==> src/pkg/adc_ctrl_regs.svh <==
// Register indexes, field positions, reset values and timing counts
`ifndef ADC_CTRL_REGS_SVH
`define ADC_CTRL_REGS_SVH
`define IDX_CONV_CONTROL   8'had
`define IDX_RESULT_LOW     8'hae
`define IDX_RESULT_HIGH    8'haf
`define IDX_IRQ_STATUS     8'hb0
`define IDX_IRQ_MASK       8'hb1
`define IDX_SAMPLE_CFG     8'hb5
`define BIT_POWER_ENABLE   7
`define BIT_TRIGGER        6
`define BIT_DONE_FLAG      5
`define BIT_STATUS_DONE    0
`define BIT_MASK_DONE      0
`define SAMPLE_CFG_LSB     2
`define CONV_CONTROL_RESET 8'h00
`define SAMPLE_CFG_RESET   3'h0
`define CLOCK_PERIOD_NS    50
`define CONV_TIME_NS       950
`define CONV_CYCLES        ((`CONV_TIME_NS + `CLOCK_PERIOD_NS - 1) / `CLOCK_PERIOD_NS)
`define SAMPLE_CYC_3       6'h03
`define SAMPLE_CYC_6       6'h06
`define SAMPLE_CYC_16      6'h10
`define SAMPLE_CYC_32      6'h20
`define NUM_CHANNELS       13
`define QUARTER_SUPPLY_SEL 5'h1f
`define LAST_EXT_SEL       5'h0b
`endif

==> src/pkg/adc_ctrl_pkg.sv <==
// Types shared by the converter control block
`default_nettype none
package adc_ctrl_pkg;
  typedef struct packed {
    logic       power_enable;
    logic       trigger;
    logic       done_flag;
    logic [4:0] input_channel_select;
  } converter_control_t;

  typedef enum logic [1:0] {
    ST_IDLE    = 2'b00,
    ST_SAMPLE  = 2'b01,
    ST_CONVERT = 2'b11
  } conv_state_t;
endpackage : adc_ctrl_pkg
`default_nettype wire

==> src/hdl/adc_conv_ctrl.sv <==
// Converter control block with APB register slave
//
// Chosen here: register access over APB.
`include "adc_ctrl_regs.svh"
`default_nettype none
module adc_conv_ctrl (
  // Clock and reset
  input  wire logic                  CORE_CLK,
  input  wire logic                  RST_B,
  // APB slave
  input  wire logic                  PSEL,
  input  wire logic                  PENABLE,
  input  wire logic                  PWRITE,
  input  wire logic [11:0]           PADDR,
  input  wire logic [31:0]           PWDATA,
  input  wire logic [3:0]            PSTRB,
  output logic [31:0]                PRDATA,
  output logic                       PREADY,
  output logic                       PSLVERR,
  // Analog converter
  output logic                       CONV_POWER_ENABLE,
  output logic [`NUM_CHANNELS-1:0]   ANALOG_INPUT_SEL,
  output logic                       SAMPLE_EN,
  output logic                       CONVERT_EN,
  input  wire logic [11:0]           CONVERSION_RESULT_IN,
  // Interrupt
  output logic                       IRQ
);
  adc_ctrl_pkg::converter_control_t ctrl_r;
  adc_ctrl_pkg::converter_control_t ctrl_nxt;
  adc_ctrl_pkg::conv_state_t        state_r;
  adc_ctrl_pkg::conv_state_t        state_nxt;

  logic [2:0]  sample_cfg_r;
  logic [2:0]  sample_cfg_nxt;
  logic        irq_mask_r;
  logic        irq_mask_nxt;
  logic [11:0] result_r;
  logic [11:0] result_nxt;
  logic [11:0] result_meta_r;
  logic [11:0] result_sync_r;
  logic        sample_en_r;
  logic        sample_en_nxt;
  logic        convert_en_r;
  logic        convert_en_nxt;
  logic        irq_r;
  logic        irq_nxt;
  logic [31:0] prdata_r;
  logic [31:0] prdata_nxt;
  logic        pready_r;
  logic        pready_nxt;
  logic        pslverr_r;
  logic        pslverr_nxt;

  logic        timer_load;
  logic [5:0]  timer_val;
  logic        timer_expired;

  logic        setup_phase;
  logic        access_done;
  logic        wr_lane0;
  logic [7:0]  reg_index;
  logic        addr_ok;
  logic        wr_ctrl;
  logic        wr_status;
  logic        wr_mask;
  logic        wr_cfg;
  logic        start_ok;
  logic        finish;

  localparam logic [5:0] CONV_CYC = 6'(`CONV_CYCLES);

  // True when the address lands on a mapped register word
  function automatic logic reg_mapped(input logic [11:0] addr);
    logic [7:0] idx;
    idx = addr[9:2];
    reg_mapped = (addr[1:0] == 2'h0) && (addr[11:10] == 2'h0) &&
                 ((idx == `IDX_CONV_CONTROL) || (idx == `IDX_RESULT_LOW) ||
                  (idx == `IDX_RESULT_HIGH)  || (idx == `IDX_IRQ_STATUS) ||
                  (idx == `IDX_IRQ_MASK)     || (idx == `IDX_SAMPLE_CFG));
  endfunction : reg_mapped

  // Sample window length in clocks from the window code
  function automatic logic [5:0] sample_cycles(input logic [2:0] code);
    case (code)
      3'h4:    sample_cycles = `SAMPLE_CYC_3;
      3'h5:    sample_cycles = `SAMPLE_CYC_6;
      3'h6:    sample_cycles = `SAMPLE_CYC_16;
      3'h7:    sample_cycles = `SAMPLE_CYC_32;
      default: sample_cycles = `SAMPLE_CYC_3;
    endcase
  endfunction : sample_cycles

  // Bus decode
  assign setup_phase = PSEL && !PENABLE;
  assign access_done = PSEL && PENABLE && pready_r;
  assign reg_index   = PADDR[9:2];
  assign addr_ok     = reg_mapped(PADDR);
  assign wr_lane0    = access_done && PWRITE && PSTRB[0] && addr_ok;
  assign wr_ctrl     = wr_lane0 && (reg_index == `IDX_CONV_CONTROL);
  assign wr_status   = wr_lane0 && (reg_index == `IDX_IRQ_STATUS);
  assign wr_mask     = wr_lane0 && (reg_index == `IDX_IRQ_MASK);
  assign wr_cfg      = wr_lane0 && (reg_index == `IDX_SAMPLE_CFG);

  // Trigger needs power and an idle converter
  assign start_ok = wr_ctrl && PWDATA[`BIT_TRIGGER] &&
                    PWDATA[`BIT_POWER_ENABLE] &&
                    (state_r == adc_ctrl_pkg::ST_IDLE);
  assign finish   = (state_r == adc_ctrl_pkg::ST_CONVERT) && timer_expired &&
                    ctrl_r.power_enable;

  // APB answer, zero wait states
  always_comb begin
    pready_nxt  = setup_phase;
    pslverr_nxt = setup_phase && !addr_ok;
    prdata_nxt  = prdata_r;
    if (setup_phase) begin
      prdata_nxt = 32'h0000_0000;
      if (addr_ok && !PWRITE) begin
        case (reg_index)
          `IDX_CONV_CONTROL: begin
            prdata_nxt[7:0] = {ctrl_r.power_enable, 1'b0,
                               ctrl_r.done_flag, ctrl_r.input_channel_select};
          end
          `IDX_RESULT_LOW: begin
            prdata_nxt[7:0] = {result_r[3:0], 4'h0};
          end
          `IDX_RESULT_HIGH: begin
            prdata_nxt[7:0] = result_r[11:4];
          end
          `IDX_IRQ_STATUS: begin
            prdata_nxt[`BIT_STATUS_DONE] = ctrl_r.done_flag;
          end
          `IDX_IRQ_MASK: begin
            prdata_nxt[`BIT_MASK_DONE] = irq_mask_r;
          end
          `IDX_SAMPLE_CFG: begin
            prdata_nxt[`SAMPLE_CFG_LSB +: 3] = sample_cfg_r;
          end
          default: begin
            prdata_nxt = 32'h0000_0000;
          end
        endcase
      end
    end
  end

  always_ff @(posedge CORE_CLK) begin
    if (!RST_B) begin
      prdata_r  <= 32'h0000_0000;
      pready_r  <= 1'b0;
      pslverr_r <= 1'b0;
    end else begin
      prdata_r  <= prdata_nxt;
      pready_r  <= pready_nxt;
      pslverr_r <= pslverr_nxt;
    end
  end

  // Control, mask, window and done flag
  always_comb begin
    ctrl_nxt         = ctrl_r;
    ctrl_nxt.trigger = 1'b0;
    irq_mask_nxt     = irq_mask_r;
    sample_cfg_nxt   = sample_cfg_r;
    if (wr_ctrl) begin
      ctrl_nxt.power_enable         = PWDATA[`BIT_POWER_ENABLE];
      ctrl_nxt.input_channel_select = PWDATA[4:0];
      if (!PWDATA[`BIT_DONE_FLAG]) begin
        ctrl_nxt.done_flag = 1'b0;
      end
    end
    if (wr_status && PWDATA[`BIT_STATUS_DONE]) begin
      ctrl_nxt.done_flag = 1'b0;
    end
    if (start_ok) begin
      ctrl_nxt.done_flag = 1'b0;
    end
    if (finish) begin
      ctrl_nxt.done_flag = 1'b1;
    end
    if (wr_mask) begin
      irq_mask_nxt = PWDATA[`BIT_MASK_DONE];
    end
    if (wr_cfg) begin
      sample_cfg_nxt = PWDATA[`SAMPLE_CFG_LSB +: 3];
    end
    irq_nxt = ctrl_nxt.done_flag && irq_mask_nxt;
  end

  always_ff @(posedge CORE_CLK) begin
    if (!RST_B) begin
      ctrl_r       <= `CONV_CONTROL_RESET;
      irq_mask_r   <= 1'b0;
      sample_cfg_r <= `SAMPLE_CFG_RESET;
      irq_r        <= 1'b0;
    end else begin
      ctrl_r       <= ctrl_nxt;
      irq_mask_r   <= irq_mask_nxt;
      sample_cfg_r <= sample_cfg_nxt;
      irq_r        <= irq_nxt;
    end
  end

  // Result input synchroniser
  always_ff @(posedge CORE_CLK) begin
    if (!RST_B) begin
      result_meta_r <= 12'h000;
      result_sync_r <= 12'h000;
    end else begin
      result_meta_r <= CONVERSION_RESULT_IN;
      result_sync_r <= result_meta_r;
    end
  end

  // Sample then convert sequencer
  always_comb begin
    state_nxt      = state_r;
    timer_load     = 1'b0;
    timer_val      = CONV_CYC;
    result_nxt     = result_r;
    case (state_r)
      adc_ctrl_pkg::ST_IDLE: begin
        if (start_ok) begin
          state_nxt  = adc_ctrl_pkg::ST_SAMPLE;
          timer_load = 1'b1;
          timer_val  = sample_cycles(sample_cfg_r);
        end
      end
      adc_ctrl_pkg::ST_SAMPLE: begin
        if (timer_expired) begin
          state_nxt  = adc_ctrl_pkg::ST_CONVERT;
          timer_load = 1'b1;
          timer_val  = CONV_CYC;
        end
      end
      adc_ctrl_pkg::ST_CONVERT: begin
        if (timer_expired) begin
          state_nxt  = adc_ctrl_pkg::ST_IDLE;
          result_nxt = result_sync_r;
        end
      end
      default: begin
        state_nxt = adc_ctrl_pkg::ST_IDLE;
      end
    endcase
    if (!ctrl_nxt.power_enable) begin
      state_nxt  = adc_ctrl_pkg::ST_IDLE;
      result_nxt = result_r;
    end
    sample_en_nxt  = (state_nxt == adc_ctrl_pkg::ST_SAMPLE);
    convert_en_nxt = (state_nxt == adc_ctrl_pkg::ST_CONVERT);
  end

  always_ff @(posedge CORE_CLK) begin
    if (!RST_B) begin
      state_r      <= adc_ctrl_pkg::ST_IDLE;
      result_r     <= 12'h000;
      sample_en_r  <= 1'b0;
      convert_en_r <= 1'b0;
    end else begin
      state_r      <= state_nxt;
      result_r     <= result_nxt;
      sample_en_r  <= sample_en_nxt;
      convert_en_r <= convert_en_nxt;
    end
  end

  phase_timer u_phase_timer (
    .clk      (CORE_CLK),
    .rst_b    (RST_B),
    .load     (timer_load),
    .load_val (timer_val),
    .expired  (timer_expired)
  );

  channel_decode u_channel_decode (
    .clk       (CORE_CLK),
    .rst_b     (RST_B),
    .enable    (ctrl_r.power_enable),
    .sel       (ctrl_r.input_channel_select),
    .switch_on (ANALOG_INPUT_SEL)
  );

  assign PRDATA            = prdata_r;
  assign PREADY            = pready_r;
  assign PSLVERR           = pslverr_r;
  assign CONV_POWER_ENABLE = ctrl_r.power_enable;
  assign SAMPLE_EN         = sample_en_r;
  assign CONVERT_EN        = convert_en_r;
  assign IRQ               = irq_r;
endmodule : adc_conv_ctrl
`default_nettype wire

==> src/hdl/phase_timer.sv <==
// Down counter timing the sample and conversion phases
`default_nettype none
module phase_timer (
  // Clock and reset
  input  wire logic       clk,
  input  wire logic       rst_b,
  // Control
  input  wire logic       load,
  input  wire logic [5:0] load_val,
  // Status
  output logic            expired
);
  logic [5:0] count_r;
  logic [5:0] count_nxt;
  logic       expired_r;
  logic       expired_nxt;

  always_comb begin
    count_nxt   = count_r;
    if (load) begin
      count_nxt = load_val;
    end else if (count_r != 6'h00) begin
      count_nxt = count_r - 6'h01;
    end
    // Marks the last cycle of a phase, so a phase lasts exactly its count
    expired_nxt = (count_nxt == 6'h01);
  end

  always_ff @(posedge clk) begin
    if (!rst_b) begin
      count_r   <= 6'h00;
      expired_r <= 1'b0;
    end else begin
      count_r   <= count_nxt;
      expired_r <= expired_nxt;
    end
  end

  assign expired = expired_r;
endmodule : phase_timer
`default_nettype wire

==> src/hdl/channel_decode.sv <==
// Registered one-hot analog input selector
`include "adc_ctrl_regs.svh"
`default_nettype none
module channel_decode (
  // Clock and reset
  input  wire logic                      clk,
  input  wire logic                      rst_b,
  // Selection
  input  wire logic                      enable,
  input  wire logic [4:0]                sel,
  // One-hot switch controls
  output logic [`NUM_CHANNELS-1:0]       switch_on
);
  logic [`NUM_CHANNELS-1:0] switch_r;
  logic [`NUM_CHANNELS-1:0] switch_nxt;

  always_comb begin
    switch_nxt = '0;
    if (enable) begin
      if (sel <= `LAST_EXT_SEL) begin
        switch_nxt[sel[3:0]] = 1'b1;
      end else if (sel == `QUARTER_SUPPLY_SEL) begin
        switch_nxt[`NUM_CHANNELS-1] = 1'b1;
      end
    end
  end

  always_ff @(posedge clk) begin
    if (!rst_b) begin
      switch_r <= '0;
    end else begin
      switch_r <= switch_nxt;
    end
  end

  assign switch_on = switch_r;
endmodule : channel_decode
`default_nettype wire

==> config.mk <==
export PLATFORM = sky130hd
export DESIGN_NAME = adc_conv_ctrl
export DESIGN_NICKNAME = d
export VERILOG_FILES = /design/src/pkg/adc_ctrl_pkg.sv /design/src/hdl/adc_conv_ctrl.sv /design/src/hdl/phase_timer.sv /design/src/hdl/channel_decode.sv
export VERILOG_INCLUDE_DIRS = /design/src /design/src/pkg
export SDC_FILE = /design/constraint.sdc
export NUM_CORES = 1
export LEC_CHECK = 0
export ABC_CLOCK_PERIOD_IN_PS = 6050
export BUFFER_PORTS_ARGS = -buffer_cell sky130_fd_sc_hd__buf_2
export CORE_ASPECT_RATIO = 0.6
export CORE_MARGIN = 3
export CORE_UTILIZATION = 54
export DETAILED_ROUTE_END_ITERATION = 10
export PLACE_DENSITY_LB_ADDON = 0.08
export SYNTH_ARGS = -nofsm -noshare
export SYNTH_HDL_FRONTEND = slang
export SYNTH_HIERARCHICAL = 1
export SYNTH_SLANG_ARGS = --single-unit
==> constraint.sdc <==
create_clock -name CORE_CLK -period 6.05 [get_ports CORE_CLK]
set_clock_uncertainty 0.15 [all_clocks]
set_input_delay 1.21 -clock CORE_CLK [delete_from_list [all_inputs] [get_ports CORE_CLK]]
set_output_delay 1.21 -clock CORE_CLK [all_outputs]
set_load 0.005 [all_outputs]
==> flow_metrics.tcl, run 1 <==
set metrics [dict create \
    avgViaCountPerCell 5.24 \
    synth-seq-cells 82 \
    cts_tree "built" \
    netlist_instances 371 \
    synth_compound_gate_area_share_pct 9.23 \
    place_congestion 0.892 \
    path_depth 9 \
    grt_pass1_wl_mm 11.6 \
    wl_met1_mm 3.58 \
    fin_nets 495 \
    status "finished, final reports clean" \
    r2r_cells 8 \
    synthMuxAreaShare_pct 7.92 \
    postCtsSetupRepairBufs 0 \
    worstPathArrival_ps 3780 \
    worstPathRequired_ps 6200 \
    ir_worst_vdd_mv 0.211 \
    ys_top_cells_by_area "dfxtp_1 46%, mux2i_1 5.9%, buf_4 5.5%" \
    critPathLaunchType "input port" \
    reg2reg_slack_ps 3720 \
    dp_cells 501 \
    crit_slowest_cell "nor2b_1" \
    routed.top_layer "met4" \
    path_cells "buf_2, nor2b_1, and3_1, nand3_1, o21ai_0, buf_4, mux2_2, a211oi_1, and4b_1" \
    maxSlewViolCount 0 \
    seqCellArea_sq_mm 0.00164 \
    fin_setup_tns_ps 0 \
    cp-end-kind "flip-flop" \
    synthArstFlopShare_pct 0 \
    syn_avg_cell_area_sq_um 9.58 \
    fin_crit_ps 3620 \
    worst-path-max-fanout 14 \
    fp.dieW_um 111 \
    syn_area_sq_mm 0.00355 \
    antennaDiodeCount 0 \
    timing.final.crit_share_pct 59.9 \
    final_cell_mix "82 x dfxtp_1, 64 x buf_2, 47 x nand2_1" \
    critPathCapture "u_phase_timer/expired$_SDFF_PN0_" \
    drc_errors 0 \
    synth_edf_count 0 \
    vias 2710 \
    synth_top_cell_area_share_pct 46.2 \
    initial_core_util_pct 56.9 \
    num_rows 22 \
    synthDistinctLibCells 62 \
    critPathBufInv 2 \
    synth_top_family_by_area "simple AND/OR/NAND/NOR gates" \
    power_mw 1.23 \
    cts_root_buf "clkbuf_8" \
    dr_wl_met2_mm 2.96 \
    layout_commonest_cell "dfxtp_1" \
    postPlaceCellArea_sq_mm 0.00379 \
    power_density_mw_per_mm2 307 \
    fmax_mhz 276 \
    cts_resized 0 \
    grt_pass1_vias 2329 \
    tightest_slew_ps 985 \
    drive_above_1_share_pct 22.9 \
    core_area_sq_mm 0.00625 \
    finalSetupViolations 0 \
    synth_xor_xnor_area_share_pct 1.23 \
    clk_pin_slew_worst_paths_ps 80 \
    final_cell_area_sq_mm 0.00401 \
    die_y_um 68.8 \
    stdcell_count 517 \
    power.leakage_nw 1.77 \
    postCtsHoldBufs 0 \
    hold_ws_ps 280 \
    finalHoldViolCount 0 \
    synth_fa_ha_area_share_pct 0.704 \
    clk_latency_ps 360 \
    cts_made_buffers 9 \
    grt_overflow 0 \
    dieArea_sq_mm 0.00762 \
    worst_path_largest_cell_delay_ps 490 \
    htree_levels 3 \
    grt_antenna_before_repair 0 \
    rsz0062_at_grt "false" \
    yosys.area.top_type "dfxtp_1" \
    hpwl_mm 5.14 \
    cts.sinks 82 \
    seq_area_frac_synth_pct 46.2 \
    totalWireLength_mm 7.25 \
    multi_input_area_sq_mm 0.00170 \
    ant_nets 0 \
    r2r_start "PREADY$_SDFF_PN0_" \
    reg2reg_to "u_phase_timer/expired$_SDFF_PN0_" \
    synth-simple-area-share_pct 26.0 \
    track_usage_pct 19.6 \
    maxCapViolCount 0 \
    grt_max_degree 67 \
    first_pass_iters 5 \
    crit_family "simple AND/OR/NAND/NOR gates" \
    yosys_warnings 6 \
    relSlewSlack_pct 34.3 \
    pin_count 116 \
    port_buffers 64 \
    synth-main-ff-cell "dfxtp_1" \
    hp-class "flip-flop to flip-flop" \
    routedWlPerCell_um 14.0 \
    area_delta_synth_final_pct 12.7 \
    wl_met3_um 579 \
    num-fill-cells 553 \
    clk_path_buf_depth 2 \
    dr.first_iter.drc_count 105 \
    cp-startpoint "PADDR[2]" \
    crit_type "input port to flip-flop" \
]
-- worst reg2reg max path, stage by stage (launching register included) --
cell and delay (ps):
dfxtp_1 330, nand3_1 120, nor3_4 300, nand3_1 210
o21ai_0 120, buf_4 210, mux2_2 360, a211oi_1 270
and4b_1 220
-- routing by layer --
layer	GRT usage [%]	vias up
li1	-	1344
met1	26.9	1247
met2	29.0	104
met3	6.63	15
met4	7.22	0
met5	0	-
-- registers in the layout (all words and copies together) (netlist names), 2 cells and up --
name and cells:
u_channel_decode/switch_on 13, result_meta_r 12, result_r 12, result_sync_r 12, PRDATA 8, ctrl_r 6, u_phase_timer/count_r 6, sample_cfg_r 3
state_r 2
-- how the worst min path moves through the flow --
stage / startpoint / slack [ps] / cells past startpoint / end
after detailed placement: result_meta_r[6]$_SDFF_PN0_ / 270 / 1 / result_sync_r[6]$_SDFF_PN0_
after global routing: result_meta_r[3]$_SDFF_PN0_ / 300 / 1 / result_sync_r[3]$_SDFF_PN0_
after floorplan: result_meta_r[6]$_SDFF_PN0_ / 260 / 1 / result_sync_r[6]$_SDFF_PN0_
final: result_meta_r[6]$_SDFF_PN0_ / 280 / 1 / result_sync_r[6]$_SDFF_PN0_
after global placement: result_meta_r[0]$_SDFF_PN0_ / 270 / 1 / result_sync_r[0]$_SDFF_PN0_
after CTS: result_meta_r[6]$_SDFF_PN0_ / 290 / 1 / result_sync_r[6]$_SDFF_PN0_
-- cells by family after synthesis --
kind of cell             after synthesis
multiplexers                          27
adder cells (fa/ha/maj)                2
XOR/XNOR                               5
buffers and inverters                 49
other                                  1
AO/OA/AOI/OAI                         46
flip-flops                            82
AND/OR/NAND/NOR                      159
-- area by class of cell --
type | instances | area share [%]
timing repair buffer | 65 | 8.18
clock buffer | 11 | 3.78
tap | 84 | 2.62
sequential | 82 | 41.0
multi-input combinational | 264 | 42.3
clock inverter | 5 | 1.53
inverter | 6 | 0.562
-- power breakdown --
part           switching [mW]  total (mW)  internal (mW)
Clock                   0.197       0.411          0.214
Sequential             0.0240       0.592          0.568
Combinational           0.117       0.226          0.109
-- Yosys cell counts (2+ instances only) --
master,count
a21oi_1,7
o2111ai_1,2
dfxtp_1,82
nand2_1,47
nor3_1,11
a22oi_1,7
mux2i_1,21
nand2b_1,5
nor2_1,16
and4b_1,3
nand3b_1,2
a22o_1,2
o211a_1,2
nor4b_4,2
a21boi_0,2
and3b_1,2
nor4_1,3
xnor2_1,3
nor3b_1,3
ha_1,2
xor2_1,2
and3_1,7
clkbuf_1,13
nor2b_1,6
nand3_1,6
a32o_1,2
o21a_1,2
buf_4,26
mux2_2,5
o21ai_0,7
nand4_1,6
and2_1,30
inv_1,5
o21ai_1,2
-- per-stage QoR --
stage                     util (%)  setup slack, ps
after global placement        60.7             2200
after floorplan                  -             2620
after global routing          64.1             2180
after detailed placement      60.7             2120
final                         64.1             2430
after CTS                     64.1             2480
Note: power is estimated with default switching activity, not from simulation.
==> inputs of run 2 (changes only) <==
Settings changed: ABC_CLOCK_PERIOD_IN_PS 6050 to 3050, CORE_UTILIZATION 54 to 45.
Clock period 6.05 ns to 3.05 ns, I/O delays scaled along.
==> run 2 against run 1 <==
Compared with the run above:
- clock power rose to 2.6 times the previous value
- utilization down 7.9 points
- critical path type unchanged
- non-clock buffer count up 9
- routed wire length up 6.1%
==> flow_metrics.tcl, run 2 (synthesized netlist as in run 1, its figures left out) <==
set metrics [dict create \
    layout_commonest_cell "dfxtp_1" \
    worstPathRequired_ps 3180 \
    tightest_slew_ps 532 \
    cts_made_buffers 9 \
    final_cell_mix "82 x dfxtp_1, 64 x buf_2, 47 x nand2_1" \
    maxCapViolCount 0 \
    postPlaceCellArea_sq_mm 0.00388 \
    hpwl_mm 5.65 \
    track_usage_pct 18.0 \
    wl_met1_mm 3.96 \
    dr.first_iter.drc_count 166 \
    place_congestion 0.845 \
    fmax_mhz 381 \
    final_util_pct 56.2 \
    avgViaCountPerCell 4.97 \
    crit_type "input port to flip-flop" \
    core_area_sq_mm 0.00745 \
    power_mw 2.70 \
    largest_reg_flops 13 \
    worst-path-max-fanout 7 \
    grt_max_degree 51 \
    cp-end-kind "flip-flop" \
    ant_nets 0 \
    path_cells "buf_2, or4_4, nor3_4, buf_4, and3_2, o21ai_0, mux2_2, a211oi_1, and4b_1" \
    critPathLaunchType "input port" \
    routed.top_layer "met4" \
    fin_crit_ps 2630 \
    hp-class "flip-flop to flip-flop" \
    drive_above_1_share_pct 23.8 \
    final_cell_area_sq_mm 0.00418 \
    timing.final.crit_share_pct 86.1 \
    cts.sinks 82 \
    relSlewSlack_pct 64.5 \
    dr_wl_met2_mm 2.98 \
    critPathBufInv 2 \
    grt_overflow 0 \
    area_delta_synth_final_pct 17.7 \
    power.leakage_nw 1.86 \
    status "finished, final reports clean" \
    fin_setup_tns_ps 0 \
    postCtsHoldBufs 0 \
    pin_count 116 \
    finalHoldViolCount 0 \
    postCtsSetupRepairBufs 0 \
    fin_nets 504 \
    routedWlPerCell_um 14.1 \
    htree_levels 3 \
    crit_family "simple AND/OR/NAND/NOR gates" \
    rsz0062_at_grt "false" \
    cts_tree "built" \
    worstPathArrival_ps 2750 \
    multi_input_area_sq_mm 0.00170 \
    dieArea_sq_mm 0.00903 \
    fp.dieW_um 121 \
    finalSetupViolations 0 \
    die_y_um 74.8 \
    grt_antenna_before_repair 0 \
    num_rows 24 \
    clk_latency_ps 330 \
    worst_slack_ps 423 \
    vias 2713 \
    reg2reg_slack_ps 890 \
    cts_root_buf "clkbuf_16" \
    antennaDiodeCount 0 \
    crit_slowest_cell "or4_4" \
    wl_met3_um 678 \
    clk_pin_slew_worst_paths_ps 50 \
    num-fill-cells 705 \
    ir_worst_vdd_mv 0.553 \
    port_buffers 64 \
    seqCellArea_sq_mm 0.00164 \
    worst_path_largest_cell_delay_ps 560 \
    totalWireLength_mm 7.70 \
    first_pass_iters 4 \
    grt_pass1_vias 2483 \
    initial_core_util_pct 47.7 \
    cts_resized 0 \
    grt_pass1_wl_mm 12.6 \
    maxSlewViolCount 0 \
    power_density_mw_per_mm2 646 \
    place_ws_ps 112 \
    clk_path_buf_depth 2 \
    drc_errors 0 \
]
[run 2: cell count changes in the layout (fill, tap and decap cells not counted)]
cell | previous run | this run
clkinvlp_4 | 3 | 0
clkbuf_1 | 0 | 3
clkinv_2 | 0 | 1
inv_6 | 1 | 0
clkbuf_8 | 11 | 2
clkbuf_16 | 0 | 9
buf_4 | 1 | 10
[run 2: where the power goes]
part	internal, mW	switching, mW
logic	0.218	0.235
clock network	0.678	0.396
registers	1.13	0.0483
total	2.02	0.679
[run 2: cell type report]
class | count | share of cell area [%]
clock buffers | 14 | 6.31
clock inverters | 2 | 0.837
inverters | 6 | 0.538
multi-input cells | 264 | 40.5
flip-flops and latches | 82 | 39.2
well taps | 104 | 3.11
repair buffers | 74 | 9.45
[run 2: worst register-to-register path: stages (launching register included)]
cell and delay (ps):
dfxtp_1 370, nor3_1 350, nand3_1 170, o21ai_0 200, buf_4 240, nand3b_1 160, o211a_1 180, a211oi_1 50
and4b_1 180
[run 2: worst paths after layout]
| path | from | end | cells past startpoint |
|---|---|---|---|
| worst min register to register | result_meta_r[6]$_SDFF_PN0_ | result_sync_r[6]$_SDFF_PN0_ | 1 |
| worst max-delay path | PADDR[1] | u_phase_timer/expired$_SDFF_PN0_ | 9 |
| worst max register to register | state_r[1]$_SDFF_PN0_ | u_phase_timer/expired$_SDFF_PN0_ | 8 |
| worst min-delay path | result_meta_r[6]$_SDFF_PN0_ | result_sync_r[6]$_SDFF_PN0_ | 1 |
[run 2: per-layer routing]
metal  vias to the layer above  GRT usage (%)
li1                       1368              -
met4                         0           6.41
met1                      1220           26.9
met2                       115           24.7
met5                         -              0
met3                        10           5.18
[run 2: per-stage QoR]
| step | hold slack (ps) | instances |
|---|---|---|
| after floorplan | 256 | 395 |
| after global placement | 267 | 530 |
| after detailed placement | 267 | 530 |
| after CTS | 279 | 546 |
| after global routing | 295 | 546 |
| final | 275 | 546 |
==> inputs of run 3 (changes only) <==
Settings changed: RECOVER_POWER from default to 50.
==> run 3 against run 2 <==
Compared with the run above:
- utilization down 0.45 points
- critical path depth did not move
- total power barely moved
- non-clock buffer count is the same
- final area decreased by 0.81%
- die area is the same
- first-iteration DRC count is 1.8% lower
- clock power barely moved
- final cell count unchanged
- maximum frequency down 0.21%
- sequential share of layout area up 0.32 points
- largest cell class unchanged
- clock-buffer cell count stayed put
==> flow_metrics.tcl, run 3 (synthesized netlist as in run 1, its figures left out) <==
set metrics [dict create \
    drive_above_1_share_pct 19.5 \
    crit_slowest_cell "or4_4" \
    met2_usage_pct 24.7 \
    relSlewSlack_pct 45.7 \
    clk_path_buf_depth 2 \
    hp-class "flip-flop to flip-flop" \
    die_y_um 74.8 \
    final_util_pct 55.7 \
    ant_nets 0 \
    largest_reg_flops 13 \
    top_usage_layer "met1" \
    postCtsSetupRepairBufs 0 \
    ir_worst_vdd_mv 0.554 \
    worstPathArrival_ps 2760 \
    grt_max_degree 51 \
    num_rows 24 \
    power.leakage_nw 1.78 \
    maxCapViolCount 0 \
    dp_cells 530 \
    core_area_sq_mm 0.00745 \
    antennaDiodeCount 0 \
    met3_usage_pct 5.18 \
    cts_root_buf "clkbuf_16" \
    cts_tree "built" \
    grt_overflow 0 \
    fmax_mhz 380 \
    port_buffers 64 \
    pin_count 116 \
    worst-path-max-fanout 7 \
    cts_resized 0 \
    routedWlPerCell_um 14.2 \
    grtUsageMet1_pct 26.9 \
    avgViaCountPerCell 5.01 \
    vias 2736 \
    fin_crit_ps 2630 \
    initial_core_util_pct 47.7 \
    grt_pass1_vias 2483 \
    hold_depth 1 \
    finalSetupViolations 0 \
    tightest_slew_ps 814 \
    r2r_start "state_r[1]$_SDFF_PN0_" \
    track_usage_pct 18.0 \
    num-fill-cells 715 \
    cp-startpoint "PADDR[1]" \
    hpwl_mm 5.65 \
    stdcell_count 546 \
    timing.final.crit_share_pct 86.3 \
    cp-end-kind "flip-flop" \
    clk_latency_ps 330 \
    fin_setup_tns_ps 0 \
    fp.dieW_um 121 \
    crit_type "input port to flip-flop" \
    final_cell_area_sq_mm 0.00415 \
    htree_levels 3 \
    first_pass_iters 4 \
    critPathBufInv 2 \
    finalHoldViolCount 0 \
    r2r_cells 8 \
    worstHoldStart "result_meta_r[6]$_SDFF_PN0_" \
    critPathLaunchType "input port" \
    cts_made_buffers 9 \
    dieArea_sq_mm 0.00903 \
    hold_ws_ps 275 \
    cts.sinks 82 \
    final_cell_mix "82 x dfxtp_1, 47 x nand2_1, 47 x buf_2" \
    grt_antenna_before_repair 0 \
    dr.first_iter.drc_count 163 \
    postCtsHoldBufs 0 \
    totalWireLength_mm 7.73 \
    maxSlewViolCount 0 \
    fin_nets 504 \
    worstPathRequired_ps 3180 \
    path_depth 9 \
    postPlaceCellArea_sq_mm 0.00388 \
    area_delta_synth_final_pct 16.8 \
    clk_pin_slew_worst_paths_ps 50 \
    status "finished, final reports clean" \
    place_congestion 0.845 \
    worst_path_largest_cell_delay_ps 560 \
    crit_family "simple AND/OR/NAND/NOR gates" \
    grt_pass1_wl_mm 12.6 \
    layout_commonest_cell "dfxtp_1" \
    rsz0062_at_grt "false" \
    drc_errors 0 \
    path_cells "buf_2, or4_4, nor3_4, buf_4, and3_2, o21ai_0, mux2_2, a211oi_1, and4b_1" \
    power_density_mw_per_mm2 651 \
]
[run 3: cell types whose count changed in the layout (fill, tap and decap cells not counted)]
| cell | change |
|---|---|
| nor4b_1 | +1 |
| buf_2 | -17 |
| clkbuf_1 | +18 |
| nor4b_2 | -1 |
| clkbuf_2 | +1 |
| and2_1 | -8 |
| buf_4 | -2 |
| and2_0 | +8 |
[run 3: metal layers]
layer  wire [um]  up-vias
met2        2960      112
met3         678       10
met1        4020     1246
met4          77        0
li1            -     1368
met5           0        -
[run 3: worst paths after layout]
check	end	slack [ps]
worst max-delay path	u_phase_timer/expired$_SDFF_PN0_	420
worst min-delay path	result_sync_r[6]$_SDFF_PN0_	270
worst min register to register	result_sync_r[6]$_SDFF_PN0_	270
worst max register to register	u_phase_timer/expired$_SDFF_PN0_	880
[run 3: layout make-up]
cell class                 instances  area (sq um)  share of cell area (%)
clock buffer                      14           264                    6.36
clock inverter                     2          35.0                   0.844
inverter                           6          22.5                   0.543
multi-input combinational        264          1690                    40.7
sequential                        82          1640                    39.6
tap                              104           130                    3.14
timing repair buffer              74           368                    8.86
[run 3: stage by stage]
step | power (mW) | setup WS, ps
after floorplan | 1.55 | 222
after CTS | 2.73 | 452
after global placement | 1.63 | 73.4
final | 2.70 | 418
after detailed placement | 1.65 | 112
after global routing | 2.84 | 295
[run 3: report_power, final]
group	switching, mW	internal (mW)
sequential	0.0483	1.13
combinational	0.236	0.217
clock	0.396	0.678
